$ cat src/ssp_pkg.sv
// ssp_pkg: constants, field positions and mode codes of the spi port core
// assumes: used by ssp_spi_core, its checker and its bench; 125 MHz system clock
`default_nettype none
package ssp_pkg;
   // control register a field positions
   localparam int CTLA_MODE_LO = 0;
   localparam int CTLA_MODE_HI = 3;
   localparam int CTLA_CKP = 4;
   localparam int CTLA_EN = 5;
   localparam int CTLA_OV = 6;
   localparam int CTLA_WRITE_COLLISION_BIT = 7;
   // status register field positions
   localparam int STAT_BF = 0;
   localparam int STAT_CKE = 6;
   localparam int STAT_SMP = 7;
   // reset values
   localparam logic [7:0] CTLA_RST = 8'h00;
   localparam logic [7:0] CTLS_RST = 8'h00;
   localparam logic [7:0] BAUD_RST = 8'h00;
   localparam logic [7:0] BYTE_ZERO = 8'h00;
   // bit counter
   localparam logic [3:0] BITS_PER_BYTE = 4'h8;
   localparam logic [3:0] CNT_ZERO = 4'h0;
   // mode codes
   localparam logic [3:0] MODE_DIV4 = 4'h0;
   localparam logic [3:0] MODE_DIV16 = 4'h1;
   localparam logic [3:0] MODE_DIV64 = 4'h2;
   localparam logic [3:0] MODE_TMR = 4'h3;
   localparam logic [3:0] MODE_SLV_SS = 4'h4;
   localparam logic [3:0] MODE_SLV = 4'h5;
   localparam logic [3:0] MODE_BAUD = 4'ha;
   // half period reload counts in system clocks (half of divide, minus one)
   localparam logic [7:0] HALF_DIV4 = 8'h01;
   localparam logic [7:0] HALF_DIV16 = 8'h07;
   localparam logic [7:0] HALF_DIV64 = 8'h1f;
   localparam logic [1:0] SYNC_ZERO = 2'b00;
   localparam logic [2:0] SYNC3_ZERO = 3'b000;
   typedef enum logic [1:0] {ST_IDLE, ST_LEAD, ST_TRAIL} ssp_state_t;
endpackage : ssp_pkg
`default_nettype wire

$ cat src/ssp_spi_core.sv
// ssp_spi_core: spi mode of the synchronous serial port, master and slave
// assumes: one system clock; external pins arrive unsynchronised;
// software side reaches control bits through plain write and read strobes
`default_nettype none

// ---------------------------------------------------------------
// module
// ---------------------------------------------------------------
// How it works
// - eight-bit shift, msb out, lsb in
// - output on chosen edge, sample opposite
// - eight clocks exchange whole register
// - full byte copies to buffer, flags set
// - buffer write loads buffer and shifter
// - master starts on buffer write
// - write during transfer dropped, collision set
// - buffer read clears full flag
// - receive side is double buffered
// - runs only while enable bit set
// - enable hands four pins to port
// - wrong direction bit overrides sck and sdo function only
// - control and status bits select options
// - master drives clock, slave receives it
// - mode codes pick master or slave
// - status low read-only, control fully writable
// - shifter only reachable through buffer
// - baud register reloads rate generator
// - five master clock rate choices
// - unselected slave ignores bus, sends nothing
// - select high floats output mid-byte
module ssp_spi_core
   import ssp_pkg::*;
(
   // system
   input wire logic clk,
   input wire logic rstn,
   input wire logic clkEn,
   // software write side
   input wire logic ctlaWr,
   input wire logic statWr,
   input wire logic baudWr,
   input wire logic bufWr,
   input wire logic [7:0] wrData,
   input wire logic bufRd,
   // timer period output pulse (same clock domain)
   input wire logic tmrTick,
   // pin direction bits (1 = input) for sdi, sdo, sck, ss
   input wire logic dirSdi,
   input wire logic dirSdo,
   input wire logic dirSck,
   input wire logic dirSs,
   // spi pins
   input wire logic sckIn,
   output logic sckOut,
   output logic sckOen,
   input wire logic sdiIn,
   output logic sdoOut,
   output logic sdoOen,
   input wire logic ssInN,
   // software read side
   output logic [7:0] ctlaRead,
   output logic [7:0] statRead,
   output logic [7:0] baudRead,
   output logic [7:0] bufRead,
   output logic irqFlag,
   // pin ownership
   output logic pinsOwned
);
   import ssp_pkg::*;

   // ------------------------------------------------------------
   // registers
   // ------------------------------------------------------------
   logic [7:0] ctla_ff;
   logic [1:0] statCfg_ff;
   logic [7:0] baud_ff;
   logic [7:0] buf_ff;
   logic [7:0] shift_ff;
   logic bufFull_ff;
   logic irq_ff;
   logic [3:0] bitCnt_ff;
   logic [7:0] rateCnt_ff;
   logic sckInt_ff;
   logic sdoBit_ff;
   logic sampled_ff;
   ssp_state_t state_ff;
   logic [2:0] sckSync_ff;
   logic [2:0] sdiSync_ff;
   logic [2:0] ssSync_ff;
   logic sckStable_ff;
   logic ssStable_ff;

   // ------------------------------------------------------------
   // decoding
   // ------------------------------------------------------------
   // master for 00xx and 1010, slave for 010x
   function automatic logic isMaster(input logic [3:0] m);
      isMaster = (m[3:2] == 2'b00) || (m == MODE_BAUD);
   endfunction

   function automatic logic isSlave(input logic [3:0] m);
      isSlave = (m[3:1] == MODE_SLV_SS[3:1]);
   endfunction

   logic [3:0] mode;
   logic enable;
   logic ckp;
   logic cke;
   logic smp;
   logic master;
   logic slave;
   logic ssUsed;
   logic busy;
   logic sdiVal;
   logic ssHigh;
   assign mode = ctla_ff[CTLA_MODE_HI:CTLA_MODE_LO];
   assign enable = ctla_ff[CTLA_EN];
   assign ckp = ctla_ff[CTLA_CKP];
   assign cke = statCfg_ff[1];
   assign smp = statCfg_ff[0];
   assign master = enable && isMaster(mode);
   assign slave = enable && isSlave(mode);
   assign ssUsed = slave && (mode == MODE_SLV_SS);
   assign busy = (bitCnt_ff != CNT_ZERO) || (state_ff != ST_IDLE);
   assign sdiVal = sdiSync_ff[2];
   assign ssHigh = ssStable_ff;

   // ------------------------------------------------------------
   // pin synchronisers: a change counts once stages two and three agree
   // ------------------------------------------------------------
   always_ff @(posedge clk or negedge rstn)
   begin
      if (!rstn)
      begin
         sckSync_ff <= SYNC3_ZERO;
         sdiSync_ff <= SYNC3_ZERO;
         ssSync_ff <= 3'b111;
         sckStable_ff <= 1'b0;
         ssStable_ff <= 1'b1;
      end
      else if (clkEn)
      begin
         sckSync_ff <= {sckSync_ff[1:0], sckIn};
         sdiSync_ff <= {sdiSync_ff[1:0], sdiIn};
         ssSync_ff <= {ssSync_ff[1:0], ssInN};
         if (sckSync_ff[1] == sckSync_ff[2])
            sckStable_ff <= sckSync_ff[2];
         if (ssSync_ff[1] == ssSync_ff[2])
            ssStable_ff <= ssSync_ff[2];
      end
   end

   // ------------------------------------------------------------
   // master rate generator
   // ------------------------------------------------------------
   // reload is a half period; tmr option toggles once per timer tick
   logic [7:0] halfReload;
   always_comb
   begin
      case (mode)
         MODE_DIV4: halfReload = HALF_DIV4;
         MODE_DIV16: halfReload = HALF_DIV16;
         MODE_DIV64: halfReload = HALF_DIV64;
         // fosc/(4*(n+1)) gives half period 2*(n+1) clocks
         MODE_BAUD: halfReload = 8'({baud_ff[6:0], 1'b1});
         default: halfReload = HALF_DIV4;
      endcase
   end

   logic halfTick;
   assign halfTick = (mode == MODE_TMR) ? tmrTick
      : (rateCnt_ff == BYTE_ZERO);

   always_ff @(posedge clk or negedge rstn)
   begin
      if (!rstn)
         rateCnt_ff <= BYTE_ZERO;
      else if (clkEn)
      begin
         if (!master || state_ff == ST_IDLE || halfTick)
            rateCnt_ff <= halfReload;
         else
            rateCnt_ff <= rateCnt_ff - 8'h01;
      end
   end

   // ------------------------------------------------------------
   // edge events in both modes
   // ------------------------------------------------------------
   // lead = first edge of a bit cell (idle->active), trail = the other
   logic sckPrev_ff;
   logic slvLead;
   logic slvTrail;
   logic mstLead;
   logic mstTrail;
   logic leadEv;
   logic trailEv;
   logic writeOk;
   logic doneBit;
   assign slvLead = slave && !(ssUsed && ssHigh)
      && (sckPrev_ff == ckp) && (sckStable_ff != ckp);
   assign slvTrail = slave && !(ssUsed && ssHigh)
      && (sckPrev_ff != ckp) && (sckStable_ff == ckp);
   assign mstLead = master && state_ff == ST_LEAD && halfTick;
   assign mstTrail = master && state_ff == ST_TRAIL && halfTick;
   assign leadEv = mstLead || slvLead;
   assign trailEv = mstTrail || slvTrail;
   assign writeOk = bufWr && enable && !busy && !ctla_ff[CTLA_WRITE_COLLISION_BIT];

   always_ff @(posedge clk or negedge rstn)
   begin
      if (!rstn)
         sckPrev_ff <= 1'b0;
      else if (clkEn)
         sckPrev_ff <= sckStable_ff;
   end

   // cke=1: data changes on trail (back to idle), sampled on lead
   // cke=0: data changes on lead, sampled on trail
   logic shiftEv;
   logic sampEv;
   assign shiftEv = cke ? trailEv : leadEv;
   assign sampEv = cke ? leadEv : trailEv;

   // master cell counter: the frame ends after eight clock pulses
   logic [3:0] cellCnt_ff;
   always_ff @(posedge clk or negedge rstn)
   begin
      if (!rstn)
         cellCnt_ff <= CNT_ZERO;
      else if (clkEn)
      begin
         if (writeOk)
            cellCnt_ff <= CNT_ZERO;
         else if (mstTrail)
            cellCnt_ff <= cellCnt_ff + 4'h1;
      end
   end

   // sdi lags the sck we launch by the synchroniser depth, so a master
   // sample waits three clocks; smp waits one more (fixed, not a half cell)
   logic [3:0] sampPipe_ff;
   logic mstSamp;
   logic mstPending;
   assign mstSamp = smp ? sampPipe_ff[3] : sampPipe_ff[2];
   assign mstPending = smp ? (|sampPipe_ff) : (|sampPipe_ff[2:0]);
   always_ff @(posedge clk or negedge rstn)
   begin
      if (!rstn)
         sampPipe_ff <= CNT_ZERO;
      else if (clkEn)
         sampPipe_ff <= master ? {sampPipe_ff[2:0], sampEv} : CNT_ZERO;
   end

   // ------------------------------------------------------------
   // master clock state machine
   // ------------------------------------------------------------
   always_ff @(posedge clk or negedge rstn)
   begin
      if (!rstn)
      begin
         state_ff <= ST_IDLE;
         sckInt_ff <= 1'b0;
      end
      else if (clkEn)
      begin
         if (!master)
         begin
            state_ff <= ST_IDLE;
            sckInt_ff <= ckp;
         end
         else
         begin
            case (state_ff)
               ST_IDLE:
               begin
                  sckInt_ff <= ckp;
                  if (writeOk)
                     state_ff <= ST_LEAD;
               end
               ST_LEAD:
                  if (halfTick)
                  begin
                     sckInt_ff <= !ckp;
                     state_ff <= ST_TRAIL;
                  end
               ST_TRAIL:
                  if (halfTick)
                  begin
                     sckInt_ff <= ckp;
                     state_ff <= (cellCnt_ff == BITS_PER_BYTE - 4'h1)
                        ? ST_IDLE : ST_LEAD;
                  end
               default: state_ff <= ST_IDLE;
            endcase
         end
      end
   end

   // ------------------------------------------------------------
   // shift register and bit counter
   // ------------------------------------------------------------
   // master samples come late from the pipe, slave ones at once
   logic sampNow;
   logic byteDone;
   assign sampNow = master ? mstSamp : sampEv;
   // byte complete once eighth bit taken and no sample is pending
   assign byteDone = (bitCnt_ff == BITS_PER_BYTE) && !sampNow
      && (!master || state_ff == ST_IDLE);

   always_ff @(posedge clk or negedge rstn)
   begin
      if (!rstn)
      begin
         shift_ff <= BYTE_ZERO;
         bitCnt_ff <= CNT_ZERO;
         sdoBit_ff <= 1'b0;
         sampled_ff <= 1'b0;
      end
      else if (clkEn)
      begin
         if (!enable || (ssUsed && ssHigh))
            bitCnt_ff <= CNT_ZERO;
         else
         begin
            if (sampNow)
            begin
               shift_ff <= {shift_ff[6:0], sdiVal};
               bitCnt_ff <= (bitCnt_ff == BITS_PER_BYTE)
                  ? CNT_ZERO + 4'h1 : bitCnt_ff + 4'h1;
               sampled_ff <= 1'b1;
            end
            // a pending master sample has not shifted yet: take bit six
            if (shiftEv && master)
               sdoBit_ff <= mstPending ? shift_ff[6] : shift_ff[7];
            else if (shiftEv && sampled_ff)
            begin
               sdoBit_ff <= shift_ff[7];
               sampled_ff <= 1'b0;
            end
            if (byteDone)
               bitCnt_ff <= CNT_ZERO;
         end
         // a deselected slave still takes its next byte
         if (writeOk)
         begin
            shift_ff <= wrData;
            sdoBit_ff <= wrData[7];
            sampled_ff <= 1'b0;
         end
      end
   end

   // ------------------------------------------------------------
   // buffer, flags and software registers
   // ------------------------------------------------------------
   // hardware set beats software clear on the same cycle
   always_ff @(posedge clk or negedge rstn)
   begin
      if (!rstn)
      begin
         buf_ff <= BYTE_ZERO;
         bufFull_ff <= 1'b0;
         irq_ff <= 1'b0;
         ctla_ff <= CTLA_RST;
         statCfg_ff <= CTLS_RST[1:0];
         baud_ff <= BAUD_RST;
      end
      else if (clkEn)
      begin
         if (ctlaWr)
            ctla_ff <= wrData;
         if (statWr)
            statCfg_ff <= {wrData[STAT_SMP], wrData[STAT_CKE]};
         if (baudWr)
            baud_ff <= wrData;
         if (writeOk)
            buf_ff <= wrData;
         if (bufRd)
            bufFull_ff <= 1'b0;
         if (bufWr && enable && busy)
            ctla_ff[CTLA_WRITE_COLLISION_BIT] <= 1'b1;
         if (byteDone && enable)
         begin
            if (bufFull_ff && !bufRd)
               ctla_ff[CTLA_OV] <= 1'b1;
            buf_ff <= shift_ff;
            bufFull_ff <= 1'b1;
            irq_ff <= 1'b1;
         end
         else if (bufRd)
            irq_ff <= 1'b0;
      end
   end

   // ------------------------------------------------------------
   // pin drive and readback, all registered
   // ------------------------------------------------------------
   // output enable active low; direction bit 1 means input
   always_ff @(posedge clk or negedge rstn)
   begin
      if (!rstn)
      begin
         sckOut <= 1'b0;
         sckOen <= 1'b1;
         sdoOut <= 1'b0;
         sdoOen <= 1'b1;
         pinsOwned <= 1'b0;
         ctlaRead <= CTLA_RST;
         statRead <= BYTE_ZERO;
         baudRead <= BAUD_RST;
         bufRead <= BYTE_ZERO;
         irqFlag <= 1'b0;
      end
      else if (clkEn)
      begin
         pinsOwned <= enable;
         sckOut <= sckInt_ff;
         sckOen <= !(master && !dirSck);
         sdoOut <= sdoBit_ff;
         sdoOen <= !(enable && !dirSdo
            && !(ssUsed && ssHigh));
         ctlaRead <= ctla_ff;
         statRead <= {statCfg_ff, 5'b00000, bufFull_ff};
         baudRead <= baud_ff;
         bufRead <= buf_ff;
         irqFlag <= irq_ff;
      end
   end

   // sdi and ss direction bits are not used; those pins act whatever their setting
   logic unusedDir;
   assign unusedDir = dirSdi & dirSs;

endmodule // ssp_spi_core
`default_nettype wire

$ cat config.mk
export PLATFORM = sky130hd
export DESIGN_NAME = ssp_spi_core
export DESIGN_NICKNAME = d
export VERILOG_FILES = /design/src/ssp_pkg.sv /design/src/ssp_spi_core.sv
export SDC_FILE = /design/constraint.sdc
export NUM_CORES = 1
export LEC_CHECK = 0
export ABC_AREA = 1
export BUFFER_PORTS_ARGS = -buffer_cell sky130_fd_sc_hd__buf_2
export CAP_MARGIN = 20
export CELL_PAD_IN_SITES_DETAIL_PLACEMENT = 0
export CELL_PAD_IN_SITES_GLOBAL_PLACEMENT = 1
export CORE_ASPECT_RATIO = 0.8
export CORE_UTILIZATION = 32
export DETAILED_ROUTE_END_ITERATION = 7
export GPL_ROUTABILITY_DRIVEN = 0
export MAX_ROUTING_LAYER = met4
export PLACE_DENSITY_LB_ADDON = 0.1
export SLEW_MARGIN = 10
export SYNTH_ARGS = -nofsm -noshare
export SYNTH_HDL_FRONTEND = slang
export SYNTH_SLANG_ARGS = --single-unit
$ cat constraint.sdc
create_clock -name clk -period 2.3 [get_ports clk]
set_input_delay 0.23 -clock clk [delete_from_list [all_inputs] [get_ports clk]]
set_output_delay 0.23 -clock clk [all_outputs]
set_load 0.1 [all_outputs]
Word-level counts from Yosys, hierarchy flattened
Index checks and enable logic that the tools add are counted.

operators by class
  add/sub/neg operators = 3
  equality and inequality tests = 21
  mux-type cells = 46
  reductions and logical operators = 74

operators with widths
  kind                                              number
  two-way mux 8 bit                                 7
  two-way mux 4 bit                                 7
  logical AND 1 bit                                 26
  two-way mux 1 bit                                 25
  one-hot mux 8 bit (3 select lines)                1
  AND reduction 2 bit                               11
  zero test 1 bit                                   12
  nonzero test 2 bit                                6
  inequality test 3 bit, second input constant      3
  adder 4 x 1 -> 4 bit, second input constant       2
  == test 4 x 2 -> 1 bit, second input constant     2
  == test 4 x 3 -> 1 bit, second input constant     2
  == test 4 bit, second input constant              2
  zero test 8 bit                                   1
  two-way mux 2 bit                                 4
  AND reduction 4 bit                               2
  subtractor 8 x 1 -> 8 bit, second input constant  1
  logical OR 1 bit                                  7
  one-hot mux 2 bit (3 select lines)                1
  AND reduction 3 bit                               2
  nonzero test 3 bit                                2
  == test 1 bit                                     4
  == test 4 x 1 -> 1 bit, second input constant     1
  zero test 2 bit                                   2
  other kinds (10)                                  11

word-level totals
  register bits = 105
  input port bits = 24
  output and inout bits = 38
  logic and storage cells = 176

Longest topological paths before layout
  word-level depth = 17
  depth in mapped cells = 16
  mapped depth without buffers = 16

Least setup slack after synthesis
No wires, ideal clock.

  path kind = flip-flop to flip-flop
  start point = register bitCnt_ff[0]
  end point = register cellCnt_ff[3]
  setup time = 0.119 ns
  arrival = 1.693 ns
  required time = 2.181 ns
  slack = 0.487 ns
  stages on the path, launching flop included = 14
  buffers on the path = 0
  period minus slack after synthesis = 1.813 ns
  cell sequence = dfrtp_1 -> inv_1 -> ha_1 -> nand2_1 -> inv_1 -> nand3_1 -> nor3_4 -> nand2_2 -> inv_2 -> nor2_1 -> nor2_1 -> nand4_1 -> nand2_1 -> nor2_1

on the way
  word-level cells in the longest chain between the ends = 7
  elaborated cells between the ends (all ways) = 8
  those cells by class = mux (1); reduce/logical (7)

ends and longest elaborated chain
  item                                  line                 RTL
  from (decl)                           ssp_spi_core.sv:81   logic [3:0] bitCnt_ff;
  from (signal assigned)                ssp_spi_core.sv:329  bitCnt_ff <= (bitCnt_ff == BITS_PER_BYTE)
  nonzero test 4 bit (*)                ssp_spi_core.sv:124  assign busy = (bitCnt_ff != CNT_ZERO) || (state_ff != ST_IDLE);
  logical OR 1 bit (*)                  ssp_spi_core.sv:124
  zero test 1 bit (*)                   ssp_spi_core.sv:208  assign writeOk = bufWr && enable && !busy && !ctla_ff[CTLA_WRITE_COLLISION_BIT];
  logical AND 1 bit (*) (2 in a row)    ssp_spi_core.sv:208
  nonzero test 2 bit (no source line)   --
  AND reduction 2 bit (no source line)  --
  to (signal assigned)                  ssp_spi_core.sv:236  cellCnt_ff <= cellCnt_ff + 4'h1;
  to (decl)                             ssp_spi_core.sv:226  logic [3:0] cellCnt_ff;

Mark *: on every way between the ends. The rest lies on a longest branch, timed or not.
A chain may end at the register's enable or synchronous reset.

Worst setup path in the final report
  start point = register ctla_ff[2]
  end point = register buf_ff[6]

on the way
  word-level cells in the longest chain between the ends = 17
  elaborated cells between the ends (all ways) = 34
  those cells by class = eq/ne (4); mux (4); reduce/logical (26)

ends and longest elaborated chain
  item                                               line                                      RTL
  from (decl)                                        ssp_spi_core.sv:74                        logic [7:0] ctla_ff;
  from (signal assigned)                             ssp_spi_core.sv:372                       ctla_ff <= wrData;
  == test 3 x 2 -> 1 bit                             ssp_spi_core.sv:102                       isSlave = (m[3:1] == MODE_SLV_SS[3:1]);
  logical AND 1 bit                                  ssp_spi_core.sv:122                       assign slave = enable && isSlave(mode);
  logical AND 1 bit                                  ssp_spi_core.sv:123                       assign ssUsed = slave && (mode == MODE_SLV_SS);
  logical AND 1 bit                                  ssp_spi_core.sv:200, ssp_spi_core.sv:202
  zero test 1 bit                                    ssp_spi_core.sv:200, ssp_spi_core.sv:202
  logical AND 1 bit                                  ssp_spi_core.sv:200, ssp_spi_core.sv:202
  logical AND 1 bit (on tied branches) (2 in a row)  ssp_spi_core.sv:203, ssp_spi_core.sv:201
  logical OR 1 bit (on tied branches)                ssp_spi_core.sv:207, ssp_spi_core.sv:206
  two-way mux 1 bit                                  ssp_spi_core.sv:223                       assign sampEv = cke ? leadEv : trailEv;
  two-way mux 1 bit                                  ssp_spi_core.sv:306                       assign sampNow = master ? mstSamp : sampEv;
  zero test 1 bit                                    ssp_spi_core.sv:308                       assign byteDone = (bitCnt_ff == BITS_PER_BYTE) && !sampNow
  logical AND 1 bit                                  ssp_spi_core.sv:308
  logical AND 1 bit (*)                              ssp_spi_core.sv:309                       && (!master || state_ff == ST_IDLE);
  logical AND 1 bit (*)                              ssp_spi_core.sv:383                       if (byteDone && enable)
  nonzero test 2 bit (no source line)                --
  AND reduction 2 bit (no source line)               --
  to (signal assigned)                               ssp_spi_core.sv:378                       buf_ff <= wrData;
  to (signal assigned)                               ssp_spi_core.sv:387                       buf_ff <= shift_ff;
  to (decl)                                          ssp_spi_core.sv:77                        logic [7:0] buf_ff;

Marks and branches as above.

==> flow_summary_export.csv <==
group,metric,value,unit
run_status,status,"completed",
sta,min_period_over_period,0.903,
cts,cts.path.max_buffers,2,
sta,max_slew_margin,0.586,
global_route,grt_max_degree,104,
sta,finalHoldViolations,0,
worst_hold_path,hold-path-endpoint,"sdiSync_ff[0]",
cts,clk_pin_slew,0.07,ns
synthesis,synth_top_cell_by_area,"dfrtp_1",
cts,clk_latency,0.36,ns
routing,firstDrtPassIters,4,
worst_setup_path,crit_required,2.55,ns
routing,wl,12600,um
routing,vias,3975,
floorplan,die_width,143,um
sta,drv_slew,0,
synthesis,ys_top_cells_by_area,"dfrtp_1, nand2_1, o21ai_0",
cts,cts_setup_buffers,0,
sta,tightest_slew,0.621,ns
worst_setup_path,critPathKind,"flip-flop to flip-flop",
synthesis,ys_ff_latch,103,
sta,worst_slack,0.222,ns
global_route,grt_pass1_wl,20800,um
flow_run,maxCapViolCount,0,
worst_hold_path,hold_class,"input port to flip-flop",
placement,place_ws,0.229,ns
synthesis,synth_top_flop_cell,"dfrtp_1",
cells_and_area,synthToLayoutAreaGrowth,15.0,%
global_route,grt_pass1_vias,3960,
floorplan,die_h,115,um
placement,dp.cells,852,
worst_setup_path,worst_setup_path_start_kind,"flip-flop",
worst_setup_path,worst-path-max-fanout,9,
worst_setup_path,r2r_cells,12,
sta,finClkSkew,0.00664,ns
global_route,antenna_found_initial,0,
synthesis,synth_cell_types,47,
floorplan,core_area,0.0152,sq mm
routing,drcViolationCount,0,
sta,final.setup.tns,0,ns
global_route,grt_usage,0.175,
routing,wire_per_inst,14.5,um
sta,setup_violations,0,
synthesis,avgSynthCellArea,8.38,sq um
synthesis,synth_area,0.00506,sq mm
cells_and_area,drive_above_1_share,0.194,
placement,port_buffers,54,
routing,detail-route-antenna-nets,0,
routing,drt-initial-drc-count,216,
power_and_ir_drop,leakage,2.95,nW
cts,root_buffer,"clkbuf_16",
power_and_ir_drop,ir_drop,0.000414,V
sta,fin_crit,2.08,ns
synthesis,seq_area_frac_synth,0.511,
cts,tritoncts,"yes",
sta,max_freq,481,MHz
synthesis,synthesis.instances,604,
cells_and_area,instances_no_fill,869,
worst_hold_path,hold_depth,3,
worst_setup_path,crit_path_end_kind,"flip-flop",
routing,avgViaCountPerCell,4.57,
cells_and_area,post-route-util,0.383,
global_route,overflow,0,
worst_setup_path,crit_arrival,2.32,ns
worst_setup_path,r2r_start,"ctla_ff[2]",
cts,numCtsBuffers,9,
synthesis,yosysWarnings,0,
floorplan,initial_core_util,0.333,
synthesis,async_reset_ff_frac,1.00,
worst_hold_path,hp-start,"sdiIn",
synthesis,synth_top_area_share,0.479,
cts,h-tree-depth,3,
sta,holdWs,0.0788,ns
cts,clock-sinks,103,
floorplan,num_io_pins,62,
floorplan,rows,40,
cells_and_area,diodes,0,
sta,rsz0062_at_grt,"false",
power_and_ir_drop,power_density,1030,mW/mm^2
synthesis,synth-edff-count,0,
floorplan,dieArea,0.0163,sq mm
cells_and_area,num-nets-final,683,
worst_setup_path,r2r_slack,0.22,ns
worst_setup_path,r2r_end,"buf_ff[6]",
placement,dp.final_hpwl,9010,um
[worst max-delay path, stage by stage, from the launching register on]
cell and delay [ns]:
dfrtp_1 0.45, nor2_2 0.22, nand2_1 0.09, nand3_1 0.10, nand2_2 0.11, nand2_1 0.17, nand3_2 0.11, nand3_2 0.11
nand4_2 0.15, nand2_2 0.22, inv_2 0.11, nand2_1 0.08, nand2_1 0.05
[layout by cell type, fill, tap and decap left out, types with 6 or more instances in the layout]
cell type | netlist | routed
a21oi_1 | 10 | 10
nand2_1 | 203 | 203
clkbuf_16 | 0 | 9
nand3_1 | 27 | 27
buf_4 | 7 | 7
dfrtp_1 | 97 | 97
xor2_1 | 6 | 6
nand4_1 | 12 | 12
buf_2 | 1 | 53
dfstp_2 | 6 | 6
inv_1 | 57 | 57
nand2_2 | 9 | 9
o21ai_2 | 9 | 9
o21ai_0 | 56 | 56
inv_2 | 9 | 9
nor2_1 | 19 | 19
[area by class of cell]
| class | count | area (sq um) |
|---|---|---|
| clock buffers | 10 | 229 |
| clock inverters | 6 | 68.8 |
| fillers | 1608 | 9390 |
| inverters | 66 | 248 |
| multi-input cells | 412 | 2080 |
| flip-flops and latches | 103 | 2580 |
| well taps | 210 | 263 |
| repair buffers | 62 | 348 |
[synthesized netlist by cell type (6+ instances only)]
cell and number:
a21oi_1 10, buf_4 7, clkbuf_1 15, dfrtp_1 97, dfstp_2 6, inv_1 57
inv_2 9, nand2_1 203, nand2_2 9, nand3_1 27, nand4_1 12, nor2_1 19
o21ai_0 56, o21ai_2 9, xor2_1 6
[metrics by stage]
| stage | power (mW) | cell area (sq um) |
|---|---|---|
| global route | 6.40 | 5830 |
| floorplan | 4.08 | 5080 |
| finish | 6.03 | 5830 |
| global placement | 4.48 | 5520 |
| detailed placement | 4.51 | 5520 |
| CTS | 6.12 | 5830 |
[state kept, by name, summed over array words and instances, names as in the netlist, 2 cells and up]
signal	cells
sckSync_ff	3
ssSync_ff	3
cellCnt_ff	4
state_ff	2
baud_ff	8
sdiSync_ff	3
bitCnt_ff	4
statCfg_ff	2
rateCnt_ff	8
buf_ff	8
bufRead	8
statRead	3
ctlaRead	8
sampPipe_ff	4
baudRead	8
shift_ff	8
ctla_ff	8
[worst max path at each step]
stage	endpoint	startpoint	cells after the start	slack, ns
6_report	buf_ff[6]	ctla_ff[2]	12	0.22
5_1_grt	cellCnt_ff[3]	bitCnt_ff[0]	13	0.008
4_1_cts	sckInt_ff	ctla_ff[2]	10	0.21
3_5_place_dp	sckInt_ff	ctla_ff[2]	10	0.23
3_3_place_gp	buf_ff[3]	rateCnt_ff[0]	14	0.23
2_1_floorplan	cellCnt_ff[3]	bitCnt_ff[0]	13	0.49
[cells by family after synthesis]
group | count (synthesis) | share of synthesized area
AND/OR/NAND/NOR | 291 | 0.259
flip-flops | 103 | 0.511
AO/OA/AOI/OAI | 101 | 0.119
buffers and inverters | 93 | 0.0808
XOR/XNOR | 8 | 0.0138
adder cells (fa/ha/maj) | 5 | 0.0124
multiplexers | 2 | 0.00420
other | 1 | 0.000741
[repair_timing]
item / CTS / global route
gates resized for setup: 0 / 0
endpoints found under the hold margin: 97 / 0
hold buffers: 1 / 0
[per-layer routing]
layer / vias up / track usage / part of all wire
li1: 2033 / - / -
met5: - / - / 0
met1: 1876 / 0.237 / 0.50
met3: 7 / 0.0439 / 0.037
met2: 59 / 0.263 / 0.46
met4: 0 / 0.0409 / 0.0088
[power by group]
group | switching [mW] | internal (mW) | leakage, nW | total, mW
sequential | 0.242 | 2.20 | 1.30 | 2.44
clock | 0.723 | 0.851 | 0.143 | 1.57
combinational | 1.57 | 0.449 | 1.51 | 2.01
total | 2.53 | 3.50 | 2.95 | 6.03
Note: power is estimated with default switching activity, not from simulation.
